### config.mk
export PLATFORM = sky130hd
export DESIGN_NAME = sbtc_timer
export DESIGN_NICKNAME = d
export VERILOG_FILES = /design/src/rtl/sbtc_pkg.sv /design/src/rtl/sbtc_timer.sv
export VERILOG_INCLUDE_DIRS = /design/src /design/src/rtl
export SDC_FILE = /design/constraint.sdc
export NUM_CORES = 1
export LEC_CHECK = 0
export ABC_CLOCK_PERIOD_IN_PS = 2600
export BUFFER_PORTS_ARGS = -buffer_cell sky130_fd_sc_hd__clkbuf_2
export CAP_MARGIN = 30
export CORE_ASPECT_RATIO = 1.75
export CORE_UTILIZATION = 40
export CTS_CLUSTER_SIZE = 8
export DETAILED_ROUTE_END_ITERATION = 12
export PLACE_DENSITY = 0.77
export SYNTH_ARGS = -nofsm -noshare
export SYNTH_HDL_FRONTEND = slang
export SYNTH_SLANG_ARGS = --single-unit
### constraint.sdc
create_clock -name ref_clk -period 2.6 [get_ports ref_clk]
set_clock_uncertainty 0.2 [all_clocks]
set_input_delay 0.65 -clock ref_clk [delete_from_list [all_inputs] [get_ports ref_clk]]
set_output_delay 0.65 -clock ref_clk [all_outputs]
set_load 0.05 [all_outputs]
### src/rtl/sbtc_map.svh
// Register addresses, field positions, reset values and timing counts of the timer/counter.
`ifndef SBTC_MAP_SVH
`define SBTC_MAP_SVH
`define SBTC_IDX_FLAG      8'h0C
`define SBTC_IDX_LOW       8'h0E
`define SBTC_IDX_HIGH      8'h0F
`define SBTC_IDX_CTRL      8'h10
`define SBTC_IDX_MASK      8'h8C
`define SBTC_ADDR_FLAG     10'h030
`define SBTC_ADDR_LOW      10'h038
`define SBTC_ADDR_HIGH     10'h03C
`define SBTC_ADDR_CTRL     10'h040
`define SBTC_ADDR_MASK     10'h230
`define SBTC_BIT_ON        0
`define SBTC_BIT_CS        1
`define SBTC_BIT_NOSYNC    2
`define SBTC_BIT_OSCEN     3
`define SBTC_PS_LSB        4
`define SBTC_PS_MSB        5
`define SBTC_BIT_OVF       0
`define SBTC_CTRL_RESET    6'h00
`define SBTC_COUNT_RESET   16'h0000
`define SBTC_COUNT_MAX     16'hFFFF
`define SBTC_CLK_PERIOD_NS 8
`define SBTC_INST_CYCLES   4
`define SBTC_INST_LAST     2'(`SBTC_INST_CYCLES - 1)
`endif

### src/rtl/sbtc_pkg.sv
// Types shared by the timer/counter design.
package sbtc_pkg;
  typedef struct packed {
    logic [15:0] count;
    logic [5:0]  ctrl;
    logic        ovfFlag;
    logic        ovfMask;
    logic [2:0]  presc;
    logic [1:0]  instPhase;
    logic        extMeta;
    logic        extSync;
    logic        extSyncPrev;
    logic        extRaw;
    logic        extRawPrev;
    logic        pready;
    logic        pslverr;
    logic [31:0] prdata;
    logic        irq;
    logic [1:0]  pinOe;
    logic        oscRun;
  } sbtc_state_type;
endpackage

### src/rtl/sbtc_timer.sv
// Sixteen-bit timer/counter with prescaler, crystal oscillator control and APB registers.
//
// Functional notes
// - Count is sixteen bits in high and low byte registers, both read/write.
// - Wrap from FFFFh to 0000h raises an overflow event.
// - Counting only while the timer-on bit 0 is set.
// - Bit 1 selects external pin rising edges or the instruction clock.
// - Internal source advances the prescaler once per instruction cycle.
// - External source advances on rising pin edges only.
// - Bit 2 zero synchronises the external input; one counts it unsynchronised.
// - With internal source the synchronisation bit is ignored.
// - Bits 5-4 select prescale 1:1, 1:2, 1:4 or 1:8.
// - Bit 3 turns the low-power crystal oscillator on or off.
// - Enabled oscillator forces both oscillator pins to inputs.
// - Oscillator keeps running while the processor sleeps.
// - Compare-unit trigger clears the count.
// - Control bits 7-6 always read as zero.
// - Overflow latches the flag unless a count write coincides; interrupt requested only when its enable is set.
// - Count write beats a coincident trigger; trigger reset never sets the flag.
`timescale 1ns/1ps
`include "sbtc_map.svh"

module sbtc_timer
  import sbtc_pkg::*;
(
  input  wire logic        ref_clk,
  input  wire logic        rst_n,
  input  wire logic        psel,
  input  wire logic        penable,
  input  wire logic        pwrite,
  input  wire logic [9:0]  paddr,
  input  wire logic [31:0] pwdata,
  input  wire logic [3:0]  pstrb,
  output logic      [31:0] prdata,
  output logic             pready,
  output logic             pslverr,
  input  wire logic        externalCountPin,
  input  wire logic        compareTrigger,
  input  wire logic        sleepMode,
  input  wire logic [1:0]  portCDirection,
  output logic      [1:0]  crystalPinOe,
  output logic             crystalOscRun,
  output logic             irq
);

  sbtc_state_type q;
  sbtc_state_type d;

  logic        apbDone;
  logic        wrEn;
  logic        rdEn;
  logic        wrLow;
  logic        wrHigh;
  logic        wrCount;
  logic        timerOn;
  logic        instPulse;
  logic        extEdge;
  logic        srcPulse;
  logic [2:0]  prescLast;
  logic        incr;
  logic        overflow;
  logic        mapped;
  logic [31:0] rdData;

  assign apbDone = psel && penable && q.pready;
  assign wrEn    = apbDone && pwrite && pstrb[0];
  assign rdEn    = apbDone && !pwrite;
  assign wrLow   = wrEn && (paddr == `SBTC_ADDR_LOW);
  assign wrHigh  = wrEn && (paddr == `SBTC_ADDR_HIGH);
  assign wrCount = wrLow || wrHigh;
  assign timerOn = q.ctrl[`SBTC_BIT_ON];

  always_comb
  begin
    d         = q;
    rdData    = 32'h0000_0000;
    mapped    = 1'b1;
    prescLast = 3'h0;

    // Instruction clock runs at a quarter of the device clock.
    instPulse   = (q.instPhase == `SBTC_INST_LAST);
    d.instPhase = q.instPhase + 2'h1;

    // Synchronised and raw paths of the external input.
    d.extMeta     = externalCountPin;
    d.extSync     = q.extMeta;
    d.extSyncPrev = q.extSync;
    d.extRaw      = externalCountPin;
    d.extRawPrev  = q.extRaw;
    extEdge = q.ctrl[`SBTC_BIT_NOSYNC] ? (q.extRaw && !q.extRawPrev)
                                       : (q.extSync && !q.extSyncPrev);
    srcPulse = q.ctrl[`SBTC_BIT_CS] ? extEdge : instPulse;

    unique case (q.ctrl[`SBTC_PS_MSB:`SBTC_PS_LSB])
      2'b00: prescLast = 3'h0;
      2'b01: prescLast = 3'h1;
      2'b10: prescLast = 3'h3;
      2'b11: prescLast = 3'h7;
    endcase

    incr = timerOn && srcPulse && (q.presc >= prescLast);
    if (timerOn && srcPulse)
    begin
      d.presc = incr ? 3'h0 : q.presc + 3'h1;
    end

    overflow = incr && (q.count == `SBTC_COUNT_MAX);
    if (incr)
    begin
      d.count = q.count + 16'h0001;
    end

    if (compareTrigger)
    begin
      d.count = `SBTC_COUNT_RESET;
      d.presc = 3'h0;
    end

    if (wrLow)
    begin
      d.count[7:0] = pwdata[7:0];
      d.presc      = 3'h0;
    end
    if (wrHigh)
    begin
      d.count[15:8] = pwdata[7:0];
      d.presc       = 3'h0;
    end
    if (wrEn && (paddr == `SBTC_ADDR_CTRL))
    begin
      d.ctrl = pwdata[5:0];
    end
    if (wrEn && (paddr == `SBTC_ADDR_MASK))
    begin
      d.ovfMask = pwdata[`SBTC_BIT_OVF];
    end

    if (rdEn && (paddr == `SBTC_ADDR_FLAG))
    begin
      d.ovfFlag = 1'b0;
    end
    if (overflow && !wrCount)
    begin
      d.ovfFlag = 1'b1;
    end

    d.irq = q.ovfFlag && q.ovfMask;

    d.oscRun = q.ctrl[`SBTC_BIT_OSCEN] || (sleepMode && q.ctrl[`SBTC_BIT_OSCEN]);
    d.pinOe = q.ctrl[`SBTC_BIT_OSCEN] ? 2'b00 : ~portCDirection;

    // Register read multiplexer.
    unique case (paddr)
      `SBTC_ADDR_FLAG: rdData = {31'h0000_0000, q.ovfFlag};
      `SBTC_ADDR_MASK: rdData = {31'h0000_0000, q.ovfMask};
      `SBTC_ADDR_LOW:  rdData = {24'h00_0000, q.count[7:0]};
      `SBTC_ADDR_HIGH: rdData = {24'h00_0000, q.count[15:8]};
      `SBTC_ADDR_CTRL: rdData = {26'h000_0000, q.ctrl};
      default:         mapped = 1'b0;
    endcase

    // One wait state: data and ready are registered in the first access cycle.
    d.pready  = psel && penable && !q.pready;
    d.pslverr = psel && penable && !q.pready && !mapped;
    if (psel && penable && !q.pready)
    begin
      d.prdata = pwrite ? 32'h0000_0000 : rdData;
    end
  end

  always_ff @(posedge ref_clk or negedge rst_n)
  begin
    if (!rst_n)
    begin
      q <= '{count: `SBTC_COUNT_RESET, ctrl: `SBTC_CTRL_RESET, prdata: 32'h0000_0000,
             presc: 3'h0, instPhase: 2'h0, pinOe: 2'b00, default: 1'b0};
    end
    else
    begin
      q <= d;
    end
  end

  assign prdata       = q.prdata;
  assign pready       = q.pready;
  assign pslverr      = q.pslverr;
  assign crystalPinOe = q.pinOe;
  assign crystalOscRun = q.oscRun;
  assign irq          = q.irq;
endmodule

# Yosys cells after proc, flatten, opt, wreduce, memory -nomap -nowiden
# Index checks and enable logic that the tools add are counted.
[word_totals]
register_bits = 70
input_bits = 56
[op_classes]
n_addsub = 3
n_lt_le_gt_ge = 1
n_eq_ne = 10
n_mux = 18
bitwise = 1
reduce_logical = 34
[ops]
columns = ["cell", "n"]
rows = [
  ["8-bit one-hot mux with 5 select lines", 1],
  ["16-bit two-way mux", 2],
  ["32-bit two-way mux", 1],
  ["10-bit by 6-bit == test with 1-bit output, second input constant", 3],
  ["1-bit logical AND", 20],
  ["16-bit by 1-bit adder with 16-bit output, second input constant", 1],
  ["16-bit == test, second input constant", 1],
  ["8-bit two-way mux", 2],
  ["3-bit two-way mux", 5],
  ["3-bit one-hot mux with 4 select lines", 1],
  ["10-bit == test, second input constant", 1],
  ["10-bit by 7-bit == test with 1-bit output, second input constant", 1],
  ["2-bit == test, second input constant", 3],
  ["1-bit logical NOT", 6],
  ["3-bit nonzero test", 2],
  ["1-bit two-way mux", 5],
  ["5-bit OR reduction", 1],
  ["4-bit nonzero test", 1],
  ["3-bit by 1-bit adder with 3-bit output, second input constant", 1],
  ["3-bit >= comparator", 1],
  ["2-bit by 1-bit adder with 2-bit output, second input constant", 1],
  ["2-bit by 1-bit == test with 1-bit output, second input constant", 1],
  ["2-bit logical NOT", 1],
  ["1-bit logical OR", 2],
  ["3 further kinds", 3],
]

# Depth between registers and ports, before layout
# Gate-level depths: netlist of the first run.
[logic_depth]
depth_word = 11
depth_mapped = 9
mapped_depth_nobuf = 8

# Worst setup path before layout of the first run
# Ideal clock, no wire load.
[synth_timing]
path_kind = "flip-flop to flip-flop"
startpoint = "reg q[55] (netlist name)"
endpoint = "reg q[68] (netlist name)"
arrival_time_ns = 2.384
t_required_ns = 2.281
slack_ns = -0.103
path_stages_with_launch = 10
path_buffers = 1
path_cell_list = "dfrtp_1 -> or2_2 -> ha_1 -> nor2b_4 -> o21a_1 -> or4_4 -> buf_6 -> nor4_4 -> xnor2_1 -> o21ai_2"
[synth_via]
elab_chain_len = 5
[synth_rtl]
columns = ["item", "line", "text"]
rows = [
  ["start: declaration", "sbtc_timer.sv:46", "sbtc_state_type q;"],
  ["start signal: assignment", "sbtc_timer.sv:175", "q <= '{count: `SBTC_COUNT_RESET, ctrl: `SBTC_CTRL_RESET, prdata: 32'h0000_0000,"],
  ["2-bit == test, or another cell as far along", "sbtc_timer.sv:94", "unique case (q.ctrl[`SBTC_PS_MSB:`SBTC_PS_LSB])"],
  ["3-bit one-hot mux with 4 select lines (*)", "sbtc_timer.sv:94", ""],
  ["3-bit >= comparator (*)", "sbtc_timer.sv:101", "incr = timerOn && srcPulse && (q.presc >= prescLast);"],
  ["1-bit logical AND (*)", "sbtc_timer.sv:101", ""],
  ["3-bit nonzero test (no source line) (*)", "--", ""],
]
# Mark *: on every way between the ends. The rest lies on a longest branch, timed or not.
# A chain may end at the register's enable or synchronous reset.

# Final worst setup path of the first run
[layout_timing]
startpoint = "reg q[54] (netlist name)"
endpoint = "reg q[68] (netlist name)"
# The elaborated chain is that of the path after synthesis.

==> run metrics, run 1 <==
CTS buffer count 5; first-pass GRT wire length 8800 um; post-synthesis xor/xnor area fraction 4.58%; EDFF count, synth 0; final setup TNS 0 ps; multi-input logic area 1320 um2; Worst-path clk slew 60 ps; Synth Area in Compound Gates 10.5%; Unique masters post-synth 47; Max Freq 395 MHz; crit start category flip-flop; post-CTS setup repair buffer count 0; 1st-iter DRT viols 59; Antenna diodes 0; final core occ 46.8%; GRT overflow 0; Post-DRT Antenna Nets 0; row cnt 39; P per Cell Area 498 nW/um2; vias in the first global route 1912; Min Hold Slack 198 ps; Critical Path RT 2580 ps; Crit path buffers/inverters 0; Simple-Gate Fraction of Synth Area 20.2%; Crit Path Class reg -> reg; min setup slack post-route 67.9 ps; Max Root-Sink Buffers 2; clk_lat worst skew 290 ps; Final Cell Area 3040 um2; vias 2027; Clock Sinks 46; Root Driver clkbuf_16; dpl ws 6.84 ps; Avg Cell Area, Syn 9.56 um2; Detailed Place HPWL 4460 um; area post-placement 2880 um2; overall power 1.51 mW; HP Class reg -> reg; Slew Limit Fails 0; Synth-to-Final Area Change 13.5%; count leader, synth dfrtp_1; portion of netlist area occupied by mux cells 6.64%; nets@finish 383; CTS resizes 0; hold_buf cts 0; I/O pin count 94; Vias/cell 5.02; die height 110 um; Synth Instances 280; crit path cell chain or2_4 -> ha_4 -> nor2b_4 -> o21a_1 -> or4_4 -> nor4_4 -> xnor2_1 -> o21ai_2; crit-path max FO 11; slowest CP cell or4_4; RSZ-0062 raised after global routing yes; fin cells 404; fill count 628; Syn. warnings 0; share of layout cells above drive strength 1 25.2%; Critical Path AT 2510 ps; CP peak stage delay 530 ps; post-DR wirelength/cell 14.0 um; synth cell count leaders dfrtp_1, nand2_1, buf_4; Synth top area share 43.0%; largest net degree at the start of global routing 47; top cells by area, synth dfrtp_1, buf_4, nand2_1, mux2i_1, xnor2_1; cell taking the most area after synthesis dfrtp_1; crit-path leading delay family simple AND/OR/NAND/NOR gates; Final Hold Fails 0; period utilization 97.4%; IO Port Bufs 41; status finished clean; MaxCap Viol Count 0; CTS tree yes; worst-margin pin slew 562 ps; Die Wd 63.8 um; starting density of the core 41.2%; gpl congestion 0.870; drt pass-1 iters 8; Yosys reg bits 46; CTS H-Tree Depth 2; post-layout min period 2530 ps; Remaining DRCs 0; Routed WL 5670 um; core area 6490 um2; Most used DFF post-synth dfrtp_1; Setup-failing EPs final 0; peak supply drop 0.244 mV; asr flop ratio synth 100%; largest family of logic cells by synthesized area simple AND/OR/NAND/NOR gates; initial antenna violation count 0; Synth Cell Area 2680 um2; post-synthesis sequential area ratio 43.0%; die area 7030 um2; CP Capture Type flip-flop; Post-Synth Adder-Cell Area 2.81%; slew margin rel. 62.6%; Tot GR Track Use 17.1%; Leakage 1.42 nW; # placed instances 396; Sequential Area 1150 um2
[sequential cells by signal, summed over array words and instances (netlist names)]
signal	count
q	31
prdata	8
crystalPinOe	2
crystalOscRun	1
d	1
irq	1
pready	1
pslverr	1
[report_power, final]
part           internal (mW)  switching [mW]
Sequential             0.721         0.00311
Clock                  0.356           0.269
Combinational         0.0286           0.135
[cell families after synthesis]
logic type / count (synthesis)
adder cells (fa/ha/maj): 6
XOR/XNOR: 14
multiplexers: 17
other: 1
buffers and inverters: 49
AO/OA/AOI/OAI: 47
flip-flops: 46
AND/OR/NAND/NOR: 100
[worst paths after layout]
check | startpoint | endpoint | slack [ps] | cells after the start
max | q[54]$_DFFE_PN0P_ | q[68]$_DFFE_PN0P_ | 70 | 8
min in group asynchronous | rst_n | irq$_DFF_PN0_ | 240 | 2
max reg2reg | q[54]$_DFFE_PN0P_ | q[68]$_DFFE_PN0P_ | 70 | 8
max in group asynchronous | rst_n | q[59]$_DFFE_PN0P_ | 1580 | 2
min | q[38]$_DFF_PN0_ | q[40]$_DFF_PN0_ | 200 | 0
min reg2reg | q[38]$_DFF_PN0_ | q[40]$_DFF_PN0_ | 200 | 0
[area by class of cell]
type,count,area share (%)
Multi-Input combinational cell,208,43.6
Sequential cell,46,37.9
Timing Repair Buffer,52,9.47
Clock buffer,6,4.24
Tap cell,82,3.38
Inverter,8,0.988
Clock inverter,2,0.453
[cells in the final DEF, fill, tap and decap left out, types with 3 or more instances in the layout]
cell	synthesis	routed
nand2_1	41	41
nand3_1	8	8
a22o_1	6	6
nor2b_1	3	3
mux2i_1	11	11
nand4_1	3	3
clkbuf_16	0	5
dfrtp_1	46	46
nor3_2	2	3
a21oi_1	5	5
xnor2_1	12	12
ha_1	6	5
conb_1	1	24
nor2_1	10	10
o21ai_0	20	20
o21ai_1	8	8
nor3_1	12	11
buf_4	34	11
mux2_2	6	6
clkbuf_2	0	41
inv_1	8	8
[routing by layer]
metal	vias up	part of all wire [%]	wire length, um	GRT usage [%]
met3	18	3.2	181	2.26
met2	61	56	3200	32.4
met4	0	4.5	257	12.7
met1	959	36	2030	16.6
met5	-	0	0	0
li1	989	-	-	-
(Power assumes the default switching activity.)
==> run 2: changes to the inputs <==
Settings changed: PLACE_DENSITY 0.77 to 0.74, SLEW_MARGIN set to 20.
==> run 2 against run 1 <==
  * Maximum frequency down 0.40%
  * Sequential power about the same
  * Sequential share of layout area down 0.19 points
  * Combinational power about the same
  * Register-to-register slack about the same
  * Critical endpoint is now q[67]$_DFFE_PN0P_
  * Highest routed layer unchanged
==> run metrics, run 2 (synthesized netlist as in run 1, its figures left out) <==
final core occ 47.0%; dpl ws 45.0 ps; CTS buffer count 5; # placed instances 397; Crit Path Class reg -> reg; vias 2069; 1st-iter DRT viols 79; Clock Sinks 46; CTS H-Tree Depth 2; die height 110 um; peak supply drop 0.269 mV; Post-DRT Antenna Nets 0; period utilization 97.8%; Root Driver clkbuf_16; Routed WL 5770 um; IO Port Bufs 41; Final Hold Fails 0; fill count 607; Vias/cell 5.11; I/O pin count 94; Max Root-Sink Buffers 2; Die Wd 63.8 um; CTS tree yes; GRT overflow 0; Slew Limit Fails 0; Leakage 1.41 nW; post-DR wirelength/cell 14.2 um; crit path cell chain or2_4 -> ha_4 -> nor2b_4 -> o21a_1 -> or4_4 -> nor4_2 -> xnor2_1 -> o21ai_1; core area 6490 um2; worst-margin pin slew 673 ps; drt pass-1 iters 6; P per Cell Area 499 nW/um2; final setup TNS 0 ps; share of layout cells above drive strength 1 25.7%; gpl congestion 0.882; fin cells 405; Final Cell Area 3050 um2; row cnt 39; slowest CP cell or4_4; Detailed Place HPWL 4590 um; largest net degree at the start of global routing 25; die area 7030 um2; status finished clean; area post-placement 2900 um2; slew margin rel. 55.1%; nets@finish 384; vias in the first global route 1998; Remaining DRCs 0; Setup-failing EPs final 0; R2R Setup Slk 60 ps; hold_buf cts 0; Tot GR Track Use 17.8%; CP Capture Type flip-flop; first-pass GRT wire length 9250 um; Critical Path RT 2580 ps; Min Hold Slack 177 ps; crit-path max FO 11; starting density of the core 41.2%; most frequent cells in the layout dfrtp_1, nand2_1, clkbuf_2; Max Freq 393 MHz; FF-to-FF End q[67]$_DFFE_PN0P_; RSZ-0062 raised after global routing yes; HP Class in -> async; initial antenna violation count 0; Largest register FFs 31; MaxCap Viol Count 0; crit start category flip-flop; R2R depth 8; clk_lat worst skew 290 ps; post-CTS setup repair buffer count 0; Critical Path AT 2520 ps; Antenna diodes 0; reg2reg start q[54]$_DFFE_PN0P_; Synth-to-Final Area Change 14.1%; min setup slack post-route 57.6 ps; CP peak stage delay 530 ps; Worst-path clk slew 70 ps; post-layout min period 2540 ps; overall power 1.52 mW; commonest non-fill, non-tap cell in the layout dfrtp_1; Top reg by flops q
run 2: cell types whose count changed in the layout (fill, tap and decap cells not counted):
| cell | change |
|---|---|
| buf_12 | +1 |
| clkbuf_1 | -1 |
| clkinvlp_4 | +1 |
| nor3_1 | +1 |
| nor3_2 | -1 |
| nor3b_1 | -1 |
| nor3b_2 | +1 |
| nor4_2 | +1 |
| nor4_4 | -1 |
run 2: how the worst max path moves through the flow:
stage	depth (start not counted)	slack [ps]	to	from
2_1_floorplan	9	110	q[68]$_DFFE_PN0P_	q[55]$_DFFE_PN0P_
3_3_place_gp	8	9	q[67]$_DFFE_PN0P_	q[54]$_DFFE_PN0P_
3_5_place_dp	8	40	q[67]$_DFFE_PN0P_	q[54]$_DFFE_PN0P_
4_1_cts	8	20	q[67]$_DFFE_PN0P_	q[54]$_DFFE_PN0P_
5_1_grt	8	-60	q[67]$_DFFE_PN0P_	q[54]$_DFFE_PN0P_
6_report	8	60	q[67]$_DFFE_PN0P_	q[54]$_DFFE_PN0P_
run 2: worst max-delay path, delay by kind of cell (launching register included):
family	cells	cell delay [ps]
adders and majority gates	1	270
AOI/OAI and AO/OA	2	260
xor gates and xnor gates	1	150
DFF	1	410
and+or+nand+nor	4	1140
run 2: routing by layer:
layer	global-route usage [%]	wire (um)	vias up
li1	-	-	997
met1	17.8	2080	971
met2	32.8	3140	77
met3	2.88	207	24
met4	13.3	348	0
met5	0	0	-
run 2: repair_timing:
action,in CTS,in global routing
gates resized for setup,0,2
endpoints found under the hold margin,0,0
endpoints found under the setup margin,0,5
run 2: layout make-up:
type	instances	area (um2)	area share, %
flip-flops and latches	46	1150	37.7
multi-input cells	208	1320	43.1
clock inverters	3	21.3	0.697
clock buffers	5	125	4.10
inverters	8	30.0	0.984
repair buffers	53	308	10.1
well taps	82	103	3.36
run 2: report_power, final:
group,internal (mW),total [mW],switching [mW]
logic,0.0313,0.167,0.136
registers,0.721,0.725,0.00357
clock network,0.356,0.632,0.276
total,1.11,1.52,0.415
